[config.mk]
export PLATFORM = sky130hd
export DESIGN_NAME = cacc_clamp_and_coast_control
export DESIGN_NICKNAME = d
export VERILOG_FILES = /design/src/design/cacc_pkg.sv /design/src/design/cacc_sync.sv /design/src/design/cacc_clamp_and_coast_control.sv
export SDC_FILE = /design/constraint.sdc
export NUM_CORES = 1
export LEC_CHECK = 0
export ABC_CLOCK_PERIOD_IN_PS = 3300
export BUFFER_PORTS_ARGS = -buffer_cell sky130_fd_sc_hd__buf_4
export CAP_MARGIN = 20
export CORE_UTILIZATION = 30
export CTS_CLUSTER_DIAMETER = 60
export CTS_CLUSTER_SIZE = 24
export DETAILED_ROUTE_END_ITERATION = 7
export PLACE_DENSITY = 0.61
export SYNTH_ARGS = -nofsm -noshare
export SYNTH_HDL_FRONTEND = slang
export SYNTH_SLANG_ARGS = --single-unit
[constraint.sdc]
create_clock -name ref_clk -period 3.3 [get_ports ref_clk]
set_input_delay 0.165 -clock ref_clk [delete_from_list [all_inputs] [get_ports ref_clk]]
set_output_delay 0.165 -clock ref_clk [all_outputs]
set_load 0.03 [all_outputs]
[src/design/cacc_pkg.sv]
// Package with control bit positions, reset values and widths for clamp and coast control.
package cacc_pkg;
  localparam int CTRL_ADDR_CLAMP = 8'h0f;
  localparam int CTRL_ADDR_HSYNC = 8'h0e;
  localparam int BIT_CLAMP_SEL = 7;
  localparam int BIT_CLAMP_POL = 6;
  localparam int BIT_COAST_POL = 3;
  localparam int BIT_HSYNC_POL = 6;
  localparam logic RST_CLAMP_SEL = 1'h0;
  localparam logic RST_CLAMP_POL = 1'h1;
  localparam logic RST_COAST_POL = 1'h1;
  localparam logic RST_HSYNC_POL = 1'h1;
  localparam int CNT_W = 8;
  localparam logic [7:0] RST_CLAMP_DELAY = 8'h04;
  localparam logic [7:0] RST_CLAMP_WIDTH = 8'h10;
  typedef enum logic [2:0] {
    CACC_IDLE = 3'b001,
    CACC_DELAY = 3'b010,
    CACC_CLAMP = 3'b100
  } cacc_state_t;
endpackage : cacc_pkg

[src/design/cacc_sync.sv]
// Two-flop synchroniser for one level input.
`timescale 1ns/1ps
module cacc_sync (
  input wire logic ref_clk,
  input wire logic rst,
  input wire logic d,
  output logic q
);
  logic meta;

  always_ff @(posedge ref_clk or posedge rst) begin
    if (rst) begin
      meta <= 1'h0;
      q <= 1'h0;
    end else begin
      meta <= d;
      q <= meta;
    end
  end
endmodule : cacc_sync

[src/design/cacc_clamp_and_coast_control.sv]
// Clamp window selection, internal clamp timing and pixel-clock coast control.
// Contract
// External clamp window is used only when clamp select is 1; select resets to 0.
// With select 0, clamp is delay then duration counted after hsync trailing edge.
// Clamp polarity bit sets the active level of the external clamp window.
// Unused clamp input is tied low by the board with select kept 0.
// Source should assert external clamp only during the black back porch.
// While hold is active the clock generator freewheels instead of tracking hsync.
// Hold polarity bit sets the active level of the hold input.
// Hold polarity resets to 1.
// Unused hold input is tied so that it is never active.
// Only hsync leading edge is the reference; polarity 0 falling, 1 rising.
// Clamp window and hold inputs are synchronised before polarity is applied.
`timescale 1ns/1ps
module cacc_clamp_and_coast_control #(
  parameter int CNT_WIDTH = cacc_pkg::CNT_W
) (
  input wire logic ref_clk,
  input wire logic rst,
  input wire logic hsync,
  input wire logic clamp_in,
  input wire logic coast_in,
  input wire logic cfg_we,
  input wire logic [7:0] cfg_addr,
  input wire logic [7:0] cfg_wdata,
  input wire logic [CNT_WIDTH-1:0] cfg_clamp_delay,
  input wire logic [CNT_WIDTH-1:0] cfg_clamp_width,
  output logic clamp_out,
  output logic pll_freewheel,
  output logic hsync_lead,
  output logic clamp_sel,
  output logic clamp_pol,
  output logic coast_pol,
  output logic hsync_pol
);
  // The counter must hold a useful delay, yet stay narrow enough to close at pixel rate.
  if (CNT_WIDTH < 2 || CNT_WIDTH > 16) begin : g_bad_width
    $error("CNT_WIDTH out of range");
  end

  logic clamp_s;
  logic coast_s;
  logic hsync_s;
  logic hsync_d;
  logic lead_edge;
  logic trail_edge;
  logic clamp_ext;
  logic coast_act;
  logic clamp_int;
  logic [CNT_WIDTH-1:0] cnt;
  cacc_pkg::cacc_state_t state;

  // A pin is active when its level matches the polarity bit.
  function automatic logic apply_pol(input logic pin, input logic pol);
    return pin ~^ pol;
  endfunction : apply_pol

  // One-cycle edge of a synchronised level, rising when rise is 1.
  function automatic logic level_edge(input logic now, input logic prev, input logic rise);
    return rise ? (now & ~prev) : (~now & prev);
  endfunction : level_edge

  function automatic logic addr_hit(input logic [7:0] addr, input int target);
    return addr == 8'(target);
  endfunction : addr_hit

  // Raw pins go through synchronisers first; the pin domain is not trusted.
  cacc_sync u_sync_clamp (.ref_clk(ref_clk), .rst(rst), .d(clamp_in), .q(clamp_s));
  cacc_sync u_sync_coast (.ref_clk(ref_clk), .rst(rst), .d(coast_in), .q(coast_s));
  cacc_sync u_sync_hsync (.ref_clk(ref_clk), .rst(rst), .d(hsync), .q(hsync_s));

  // Control bits written by the configuration host.
  // Other addresses fall through untouched, so a stray write cannot flip a bit.
  always_ff @(posedge ref_clk or posedge rst) begin
    if (rst) begin
      clamp_sel <= cacc_pkg::RST_CLAMP_SEL;
      clamp_pol <= cacc_pkg::RST_CLAMP_POL;
      coast_pol <= cacc_pkg::RST_COAST_POL;
      hsync_pol <= cacc_pkg::RST_HSYNC_POL;
    end else if (cfg_we) begin
      if (addr_hit(cfg_addr, cacc_pkg::CTRL_ADDR_CLAMP)) begin
        clamp_sel <= cfg_wdata[cacc_pkg::BIT_CLAMP_SEL];
        clamp_pol <= cfg_wdata[cacc_pkg::BIT_CLAMP_POL];
        coast_pol <= cfg_wdata[cacc_pkg::BIT_COAST_POL];
      end
      if (addr_hit(cfg_addr, cacc_pkg::CTRL_ADDR_HSYNC)) begin
        hsync_pol <= cfg_wdata[cacc_pkg::BIT_HSYNC_POL];
      end
    end
  end

  always_ff @(posedge ref_clk or posedge rst) begin
    if (rst) begin
      hsync_d <= 1'h0;
    end else begin
      hsync_d <= hsync_s;
    end
  end

  // Leading edge follows polarity; the trailing edge is its opposite.
  // Edges come from synchronised levels, so a pin glitch shorter than a cycle is lost unless it spans a rising clock edge.
  assign lead_edge = level_edge(hsync_s, hsync_d, hsync_pol);
  assign trail_edge = level_edge(hsync_s, hsync_d, ~hsync_pol);

  assign clamp_ext = apply_pol(clamp_s, clamp_pol);
  assign coast_act = apply_pol(coast_s, coast_pol);

  // Internal clamp timing: a zero delay goes straight to the window.
  // A trailing edge seen while a window is pending or open is dropped, not retriggered.
  always_ff @(posedge ref_clk or posedge rst) begin
    if (rst) begin
      state <= cacc_pkg::CACC_IDLE;
      cnt <= '0;
    end else begin
      unique case (state)
        cacc_pkg::CACC_IDLE: begin
          if (trail_edge) begin
            if (cfg_clamp_delay == '0) begin
              state <= cacc_pkg::CACC_CLAMP;
              cnt <= cfg_clamp_width;
            end else begin
              state <= cacc_pkg::CACC_DELAY;
              cnt <= cfg_clamp_delay;
            end
          end
        end
        cacc_pkg::CACC_DELAY: begin
          if (cnt == CNT_WIDTH'(1)) begin
            state <= cacc_pkg::CACC_CLAMP;
            cnt <= cfg_clamp_width;
          end else begin
            cnt <= cnt - CNT_WIDTH'(1);
          end
        end
        cacc_pkg::CACC_CLAMP: begin
          if (cnt <= CNT_WIDTH'(1)) begin
            state <= cacc_pkg::CACC_IDLE;
            cnt <= '0;
          end else begin
            cnt <= cnt - CNT_WIDTH'(1);
          end
        end
      endcase
    end
  end

  // Zero width leaves the window state with a zero count, so no window is shown.
  assign clamp_int = (state == cacc_pkg::CACC_CLAMP) && (cnt != '0);

  // Outputs are registered so the analog switches see clean levels.
  always_ff @(posedge ref_clk or posedge rst) begin
    if (rst) begin
      clamp_out <= 1'h0;
      pll_freewheel <= 1'h0;
      hsync_lead <= 1'h0;
    end else begin
      clamp_out <= clamp_sel ? clamp_ext : clamp_int;
      pll_freewheel <= coast_act;
      // Coast masks the reference edge so the clock generator keeps its phase.
      hsync_lead <= lead_edge & ~coast_act;
    end
  end

  chk_ext_clamp_used: assert property (@(posedge ref_clk) disable iff (rst)
    clamp_sel |=> clamp_out == $past(clamp_ext))
    else $error("external clamp not followed");
  chk_int_clamp_used: assert property (@(posedge ref_clk) disable iff (rst)
    !clamp_sel |=> clamp_out == $past(clamp_int))
    else $error("internal clamp not followed");
  chk_delay_then_win: assert property (@(posedge ref_clk) disable iff (rst)
    (state == cacc_pkg::CACC_DELAY && cnt == CNT_WIDTH'(1) && cfg_clamp_width != '0)
    |=> state == cacc_pkg::CACC_CLAMP)
    else $error("delay did not enter window");
  chk_clamp_pol: assert property (@(posedge ref_clk) disable iff (rst)
    (clamp_sel && $stable(clamp_sel) && clamp_s == clamp_pol) |=> clamp_out)
    else $error("clamp polarity wrong");
  chk_coast_follow: assert property (@(posedge ref_clk) disable iff (rst)
    pll_freewheel |-> !hsync_lead)
    else $error("hsync tracked during coast");
  chk_coast_pol: assert property (@(posedge ref_clk) disable iff (rst)
    (coast_s == coast_pol) |=> pll_freewheel)
    else $error("coast polarity wrong");
  chk_coast_reset: assert property (@(posedge ref_clk)
    $fell(rst) |-> coast_pol && !clamp_sel)
    else $error("reset values wrong");
  chk_lead_edge: assert property (@(posedge ref_clk) disable iff (rst)
    (hsync_pol && hsync_s && !hsync_d && !coast_act) |=> hsync_lead)
    else $error("leading edge missed");
  chk_sync_delay: assert property (@(posedge ref_clk) disable iff (rst)
    $changed(coast_s) |-> $past(coast_in, 2) == coast_s)
    else $error("sync stage skipped");

  // Edge choice, window timing, coast gating and input conditioning.
  chk_lead_fall: assert property (@(posedge ref_clk) disable iff (rst)
    (!hsync_pol && !hsync_s && hsync_d && !coast_act) |=> hsync_lead)
    else $error("falling leading edge missed");
  chk_trail_ignored: assert property (@(posedge ref_clk) disable iff (rst)
    (hsync_pol && !hsync_s && hsync_d) |=> !hsync_lead)
    else $error("trailing edge used as reference");
  chk_coast_gate: assert property (@(posedge ref_clk) disable iff (rst)
    coast_act |=> !hsync_lead)
    else $error("reference edge passed during coast");
  chk_trail_starts: assert property (@(posedge ref_clk) disable iff (rst)
    (state == cacc_pkg::CACC_IDLE && trail_edge) |=> state != cacc_pkg::CACC_IDLE)
    else $error("trailing edge did not start timing");
  chk_delay_holds: assert property (@(posedge ref_clk) disable iff (rst)
    (state == cacc_pkg::CACC_DELAY && cnt != CNT_WIDTH'(1)) |=> state == cacc_pkg::CACC_DELAY)
    else $error("delay cut short");
  chk_win_ends: assert property (@(posedge ref_clk) disable iff (rst)
    (state == cacc_pkg::CACC_CLAMP && cnt <= CNT_WIDTH'(1)) |=> state == cacc_pkg::CACC_IDLE)
    else $error("window did not end");
  chk_idle_no_clamp: assert property (@(posedge ref_clk) disable iff (rst)
    (!clamp_sel && state != cacc_pkg::CACC_CLAMP) |=> !clamp_out)
    else $error("clamp outside internal window");
  chk_clamp_inactive: assert property (@(posedge ref_clk) disable iff (rst)
    (clamp_sel && clamp_s != clamp_pol) |=> !clamp_out)
    else $error("inactive clamp level used");
  chk_coast_idle: assert property (@(posedge ref_clk) disable iff (rst)
    (coast_s != coast_pol) |=> !pll_freewheel)
    else $error("inactive hold level used");
  chk_clamp_sync: assert property (@(posedge ref_clk) disable iff (rst)
    $changed(clamp_s) |-> $past(clamp_in, 2) == clamp_s)
    else $error("clamp sync stage skipped");
endmodule : cacc_clamp_and_coast_control

After elaboration in Yosys (flattened, before gate mapping):

Index checks and enable logic that the tools add are counted.

* register bits after elaboration: 25
* logic and storage cells: 54

* $add $sub $neg: 1
* $lt $le $gt $ge: 1
* eq/ne operators: 9
* multiplexer cells: 13
* bitwise gates (word level): 8
* reduce and logical (&&, ||, !) cells: 6

Operators by type and width (number)
* $mux W8: 4
* $pmux W8 S3: 1
* $eq A8 B4 Y1 const B: 2
* $mux W3: 4
* $pmux W3 S3: 1
* $eq A8 B1 Y1 const B: 1
* $le A8 B1 Y1 const B: 1
* $logic_not A8 Y1: 1
* $reduce_bool A8 Y1: 1
* $sub A8 B1 Y8 const B: 1
* $ne A2 B2 Y1 const B: 3
* $reduce_and A2 Y1: 2
* $and A1 B1 Y1: 3
* $eq A3 B1 Y1 const B: 1
* $eq A3 B2 Y1 const B: 1
* $eq A3 B3 Y1 const B: 1
* $mux W1: 3
* $not A1 Y1: 3
* $reduce_and A3 Y1: 1
* $xnor A1 B1 Y1: 2
* $logic_and A1 B1 Y1: 1

Depth between registers and ports, before layout:

Gate-level depths: netlist of run 1.

* depth in word-level cells: 5
* mapped depth: 7
* gate-level depth less buffers: 7

By module:

A second synthesis of run 1 with hierarchy kept.

* cells, all modules: 129
* area, all modules: 1387.6 µm²

By module, submodules not included
* cacc_clamp_and_coast_control: times used 1, cells an instance 120, area an instance 1226.2 µm², seq. area each 480.5 µm²
* cacc_sync: times used 3, cells an instance 3, area an instance 53.8 µm², seq. area each 50.0 µm²

Least setup slack after synthesis of run 1:

OpenSTA, ideal clock, no wires.

* path kind: register to register
* from: reg hsync_pol
* to: reg cnt[5]
* arrival time: 1.685 ns
* path slack: 1.489 ns
* cell stages (with the launch flop): 7
* path buffers: 1
* path through: dfstp_2 nor3b_1 a2111o_1 clkbuf_1 nand2_1 o2bb2ai_1 a221o_1

* word-level cells in the longest chain between the ends: 2

RTL lines
* start: declaration: RTL line cacc_clamp_and_coast_control.sv:34 `output logic hsync_pol`
* start signal: assignment: RTL line cacc_clamp_and_coast_control.sv:79 `hsync_pol <= cacc_pkg::RST_HSYNC_POL;`
* start signal: assignment: RTL line cacc_clamp_and_coast_control.sv:87 `hsync_pol <= cfg_wdata[cacc_pkg::BIT_HSYNC_POL];`
* $mux W1: RTL line cacc_clamp_and_coast_control.sv:60 `return rise ? (now & ~prev) : (~now & prev);`
* $ne A2 B2 Y1 (no source line)
* end signal: assignment: RTL line cacc_clamp_and_coast_control.sv:120 `cnt <= cfg_clamp_width;`
* end signal: assignment: RTL line cacc_clamp_and_coast_control.sv:123 `cnt <= cfg_clamp_delay;`
* end signal: assignment: RTL line cacc_clamp_and_coast_control.sv:130 `cnt <= cfg_clamp_width;`
* end: declaration: RTL line cacc_clamp_and_coast_control.sv:50 `logic [CNT_WIDTH-1:0] cnt;`

No other way between the ends.
A chain may end at the register's enable or synchronous reset.

Worst setup path in the final report of run 1:

* from: reg cnt[3]
* to: reg cnt[5]

* word-level cells in the longest chain between the ends: 3

RTL lines
* $sub A8 B1 Y8, or another cell as far along: RTL line cacc_clamp_and_coast_control.sv:132, cacc_clamp_and_coast_control.sv:140
* $mux W8 (on tied branches): RTL line cacc_clamp_and_coast_control.sv:136, cacc_clamp_and_coast_control.sv:128
* $pmux W8 S3 (*): RTL line cacc_clamp_and_coast_control.sv:115 `unique case (state)`

Mark *: on every way between the ends. The rest lies on a longest branch, timed or not.

==> flow_metrics.py, run 1 <==
metrics = {
    "place": {
        "dp.cells": 225,
        "place_hpwl_um": 2569,
        "postPlaceCellArea_um2": 1738,
        "gp_congestion": 0.8255,
        "port_buffers": 39,
    },
    "grt": {
        "grt_max_degree": 26,
        "antenna_found_initial": 0,
        "grt-ovfl-total": 0,
        "grt_pass1_vias": 1244,
        "grt_pass1_wl_um": 5865,
        "grt.total_usage": 0.1534,
    },
    "drt": {
        "drcViolationCount": 0,
        "wl_per_cell_um": 14.51,
        "vias_per_cell": 5.246,
        "drtIter0Drc": 55,
        "route.vias.total": 1217,
        "routed_wl_um": 3367,
        "firstDrtPassIters": 4,
        "ant_nets": 0,
    },
    "power": {
        "power.density_nw_per_um2": 730.1,
        "leakage_uw": 0.0007809,
        "power_uw": 1327,
        "worst_ir_drop_vdd_mv": 0.2873,
    },
    "yosys": {
        "synth_top_area_frac": 0.3804,
        "yosysUniqueCellTypes": 50,
        "synth-seq-cells": 25,
        "synth_area_leader_cell": "dfrtp_1",
        "synth_edf_count": 0,
        "synthCells": 136,
        "synth_flop_cell": "dfrtp_1",
        "yosys-top-cells-area": "dfrtp_1, dfstp_2, nand2_1",
        "syn_avg_cell_area_um2": 10.16,
        "syn-cell-area_um2": 1381,
        "yosysSeqAreaShare": 0.4565,
        "async_reset_ff_frac": 1.000,
        "syn-num-nets": 176,
        "yosys_warnings": 0,
    },
    "clocking": {
        "cts_buffer_depth": 2,
        "ctsRootBufferMaster": "clkbuf_8",
        "numClockSinks": 25,
        "cts_tree": "done",
        "htreeDepth": 1,
        "insertion_delay_ns": 0.28,
        "numCtsBuffers": 3,
        "cts.clk_slew.worst_paths_ns": 0.10,
    },
    "timing": {
        "setup_violations": 0,
        "min_period_ns": 1.966,
        "fmax_mhz": 508.8,
        "max_slew_margin": 0.3650,
        "fin_crit_sh": 0.5956,
        "setup_tns_ns": 0,
        "finalClockSkew_ns": 0.005672,
        "hold_viol_final": 0,
        "tightest_slew_ns": 0.9515,
        "grt_setup_unrepaired": "no",
        "maxSlewViolCount": 0,
    },
    "floorplan": {
        "dieHeight_um": 69.86,
        "core_area_um2": 4384,
        "dieArea_um2": 4880,
        "die_x_um": 69.86,
        "rows": 24,
        "ios": 45,
        "start_util": 0.3151,
    },
    "setup_path": {
        "cpPeakStageDelay_ns": 0.48,
        "crit_fanout": 8,
        "cp_slowest_cell": "dfrtp_1",
        "startpoint_type": "flop",
        "worstPathCellList": "nor4_4 -> nand2_2 -> o21ai_4 -> o21ai_0 -> a221o_1",
        "cp.required_ns": 3.47,
        "crit_family": "compound AO/OA/AOI/OAI gates",
        "cp_num_buf_inv": 0,
        "cp-end-kind": "flop",
        "rr_worst_depth": 5,
        "crit_cells": 5,
        "critPathKind": "reg -> reg",
        "worstPathArrival_ns": 2.13,
    },
    "cells_and_area": {
        "n_antenna_cell": 0,
        "drive_gt1_frac": 0.3389,
        "area_growth_pct": 31.61,
        "final_area_um2": 1818,
        "fin_nets": 221,
        "final_util": 0.4147,
        "fin_cells": 232,
    },
    "job": {
        "drv_cap": 0,
    },
    "hold_path": {
        "holdCritPathClass": "in -> async",
    },
    "outcome": {
        "status": "finished, final reports clean",
    },
}
[what timing repair did]
item | 4_1_cts | 5_1_grt
hold buffers | 3 | 0
hold endpoints to repair | 3 | 0
setup buffers | 0 | 0
gates resized for setup | 0 | 0
[area by class of cell]
| class | count | area [µm²] |
|---|---|---|
| inverter | 3 | 11.26 |
| multi-input combinational | 105 | 730.7 |
| clock inverter | 1 | 8.758 |
| timing repair buffer | 43 | 330.3 |
| clock buffer | 3 | 41.29 |
| tap | 52 | 65.06 |
| sequential | 25 | 630.6 |
| fill | 426 | 2566 |
[where the power goes]
part | switching, µW | total, µW | internal [µW]
combinational | 368 | 654 | 285
clock | 108 | 196 | 88.6
sequential | 92.5 | 477 | 385
total | 568 | 1330 | 759
[placed cells by master (no fill, tap or decap), types with 2 or more instances in the layout]
master / n
nand2b_1: 4
dfrtp_1: 21
a22oi_1: 3
dfstp_2: 4
o21ai_1: 4
xor2_1: 2
xnor2_1: 2
buf_4: 40
ha_1: 2
mux2_2: 3
inv_1: 3
o22ai_1: 2
nor3b_1: 2
nor2_1: 11
a21oi_1: 10
nor2b_1: 3
a221oi_1: 2
a221o_1: 3
o21ai_0: 2
nand2_1: 14
nor3_1: 7
dlygate4sd3_1: 3
o221ai_1: 2
clkbuf_8: 3
[layer usage]
metal,up-vias,global-route usage,share of wire
li1,596,-,-
met1,589,0.1956,0.44
met2,25,0.2564,0.50
met3,7,0.01732,0.026
met4,0,0.07778,0.024
met5,-,0,0
[stage by stage]
stage | setup WS (ns) | hold WS [ns]
2_1_floorplan | 1.489 | 0.1894
3_3_place_gp | 1.425 | 0.2747
3_5_place_dp | 1.383 | 0.2756
4_1_cts | 1.360 | 0.1141
5_1_grt | 1.189 | 0.1084
6_report | 1.334 | 0.1004
[cell usage after synthesis, types with 2 or more instances]
| library cell | instances |
|---|---|
| nor3b_1 | 2 |
| xnor2_1 | 2 |
| o221ai_1 | 2 |
| inv_1 | 3 |
| a221o_1 | 3 |
| a21oi_1 | 10 |
| nor3_1 | 7 |
| o21ai_1 | 4 |
| dfrtp_1 | 21 |
| nand2b_1 | 4 |
| a221oi_1 | 2 |
| nor2b_1 | 3 |
| ha_1 | 2 |
| o21ai_0 | 2 |
| xor2_1 | 2 |
| mux2_2 | 3 |
| a22oi_1 | 3 |
| dfstp_2 | 4 |
| nor2_1 | 11 |
| o22ai_1 | 2 |
| buf_2 | 2 |
| nand2_1 | 14 |
[worst paths after layout]
path	startpoint	to	slack, ns
worst max-delay path	cnt[3]	cnt[5]	1.33
worst min register to register	u_sync_coast.meta	u_sync_coast.q	0.36
max in group asynchronous	rst	hsync_lead	2.62
worst min-delay path	rst	cnt[1]	0.10
min in group ref_clk	cfg_wdata[7]	clamp_sel	0.12
worst max register to register	cnt[3]	cnt[5]	1.33
[flip-flops by register name, summed over array words and instances (netlist names)]
| signal | flops |
|---|---|
| coast_pol | 1 |
| u_sync_clamp.meta | 1 |
| cnt | 8 |
| clamp_out | 1 |
| hsync_d | 1 |
| hsync_pol | 1 |
| u_sync_coast.meta | 1 |
| u_sync_clamp.q | 1 |
| clamp_pol | 1 |
| clamp_sel | 1 |
| u_sync_hsync.meta | 1 |
| u_sync_coast.q | 1 |
| pll_freewheel | 1 |
| u_sync_hsync.q | 1 |
| state | 3 |
| hsync_lead | 1 |
[cell families (layout without fill, tap and decap cells)]
group                      count (synthesis)  in the layout  synth area share
xor gates and xnor gates                   4              4           0.02537
and+or+nand+nor                           55             55            0.2246
adders and majority gates                  2              2           0.01811
muxes                                      4              4           0.03261
DFF                                       25             25            0.4565
buffers and inverters                      6             50           0.01811
AOI/OAI and AO/OA                         40             40            0.2247
[worst register-to-register path: cells and delay by family (launching register included)]
kind,cells,cell delay [ns]
compound gates,3,0.77
flops,1,0.48
simple gates,2,0.61
Power figures use the tool's default switching activity.
==> run 2, diff against run 1 <==
Settings changed: ABC_CLOCK_PERIOD_IN_PS 3300 to 1900.
Clock period 3.3 ns to 1.9 ns, I/O delays scaled along.
==> flow_metrics.py, run 2 (synthesis results as in run 1) <==
metrics = {
    "outcome": {
        "status": "finished, final reports clean",
    },
    "drt": {
        "routed_wl_um": 3475,
        "ant_nets": 0,
        "vias_per_cell": 5.388,
        "wl_per_cell_um": 14.66,
        "drtIter0Drc": 83,
        "route.vias.total": 1277,
        "drcViolationCount": 0,
        "firstDrtPassIters": 4,
    },
    "timing": {
        "max_slew_margin": 0.5710,
        "hold_ws_ns": 0.04772,
        "setup_violations": 0,
        "fin_crit_sh": 0.9795,
        "maxSlewViolCount": 0,
        "tightest_slew_ns": 0.6427,
        "finalClockSkew_ns": 0.005283,
        "min_period_ns": 1.861,
        "fmax_mhz": 537.3,
        "worst_slack_ns": 0.03898,
        "hold_viol_final": 0,
        "grt_setup_unrepaired": "yes",
    },
    "job": {
        "drv_cap": 0,
    },
    "power": {
        "power.density_nw_per_um2": 1260,
        "leakage_uw": 0.0008039,
        "worst_ir_drop_vdd_mv": 0.5894,
    },
    "cells_and_area": {
        "drive_gt1_frac": 0.3514,
        "fin_nets": 226,
        "mostFrequentLayoutCell": "buf_4",
        "area_growth_pct": 34.51,
        "fin_cells": 237,
        "top_regs": "cnt (8), state (3)",
        "mostFrequentLayoutCells": "buf_4, dfrtp_1, nand2_1",
        "largest-register": "cnt",
        "largest_register_ffs": 8,
        "n_antenna_cell": 0,
    },
    "grt": {
        "grt_pass1_wl_um": 6285,
        "grt-ovfl-total": 0,
        "grt_pass1_vias": 1361,
        "grt.total_usage": 0.1605,
        "grt_max_degree": 19,
        "antenna_found_initial": 0,
    },
    "floorplan": {
        "start_util": 0.3151,
        "dieHeight_um": 69.86,
        "die_x_um": 69.86,
        "rows": 24,
        "ios": 45,
        "core_area_um2": 4384,
        "dieArea_um2": 4880,
    },
    "clocking": {
        "ctsRootBufferMaster": "clkbuf_8",
        "post_cts_buffers": 0,
        "cts.clk_slew.worst_paths_ns": 0.10,
        "cts_resized": 0,
        "insertion_delay_ns": 0.28,
        "numCtsBuffers": 3,
        "numClockSinks": 25,
        "cts_tree": "done",
        "cts_buffer_depth": 2,
        "htreeDepth": 1,
    },
    "place": {
        "place_hpwl_um": 2746,
        "port_buffers": 39,
        "dp.cells": 229,
        "gp_congestion": 0.9068,
        "pre_cts_ws_ns": 0.08641,
    },
    "hold_path": {
        "holdCritPathClass": "in -> reg",
    },
    "setup_path": {
        "crit_fanout": 8,
        "cpPeakStageDelay_ns": 0.42,
        "cp-end-kind": "flop",
        "cp.required_ns": 2.07,
        "critPathKind": "reg -> reg",
        "cp_slowest_cell": "dfrtp_1",
        "startpoint_type": "flop",
        "worstPathCellList": "nor4_4 -> nand2_2 -> o21ai_4 -> o21ai_0 -> a221o_1",
        "worstPathArrival_ns": 2.03,
    },
}
==> run 2: changes by cell type in the layout (fill, tap and decap cells not counted), sizes merged <==
cell,previous run,this run
buf,40,44
dlygate4sd3,3,4
==> run 2: cell type report <==
| cell class | count | area [µm²] |
|---|---|---|
| fillers | 439 | 2526 |
| repair buffers | 48 | 370.4 |
| clock inverters | 1 | 8.758 |
| multi-input cells | 105 | 730.7 |
| flip-flops and latches | 25 | 630.6 |
| well taps | 52 | 65.06 |
| clock buffers | 3 | 41.29 |
| inverters | 3 | 11.26 |
==> run 2: what timing repair did <==
item | 4_1_cts | 5_1_grt
hold buffers | 4 | 0
endpoints found under the hold margin | 16 | 0
setup endpoints to repair | 0 | 4
==> run 2: final timing paths <==
check / from / to / slack [ns] / cells past startpoint
worst max-delay path: cnt[3] / cnt[5] / 0.04 / 5
worst min-delay path: cfg_wdata[7] / clamp_sel / 0.05 / 2
max in group asynchronous: rst / cnt[5] / 0.86 / 4
worst max register to register: cnt[3] / cnt[5] / 0.04 / 5
min in group asynchronous: rst / clamp_out / 0.45 / 3
worst min register to register: u_sync_coast.meta / u_sync_coast.q / 0.36 / 0
==> run 2: power breakdown <==
part           switching [µW]  internal [µW]  leakage, µW  total, µW
Combinational             668            523     0.000481       1190
Clock                     190            154    0.0000261        344
Sequential                138            669     0.000296        807
Total                     996           1350     0.000804       2340
==> run 2: layer usage <==
metal	routed length, µm	up-vias	global-route usage
met5	0	-	0
met4	59	0	0.06444
met3	125	5	0.01876
met2	1818	30	0.2842
met1	1473	632	0.1976
li1	-	610	-
==> run 2: critical path: cells and delay by family (launching register included) <==
kind               cells  cell delay [ns]
AOI/OAI and AO/OA      3             0.75
DFF                    1             0.42
and+or+nand+nor        2             0.58
==> run 2: stage by stage <==
step           power [µW]    util  cell area (µm²)  TNS (ns)
2_1_floorplan        1665       -             1381         0
3_3_place_gp         1952  0.4033             1768         0
3_5_place_dp         1989  0.4033             1768         0
4_1_cts              2346  0.4238             1858         0
5_1_grt              2540  0.4238             1858   -0.1858
6_report             2342  0.4238             1858         0
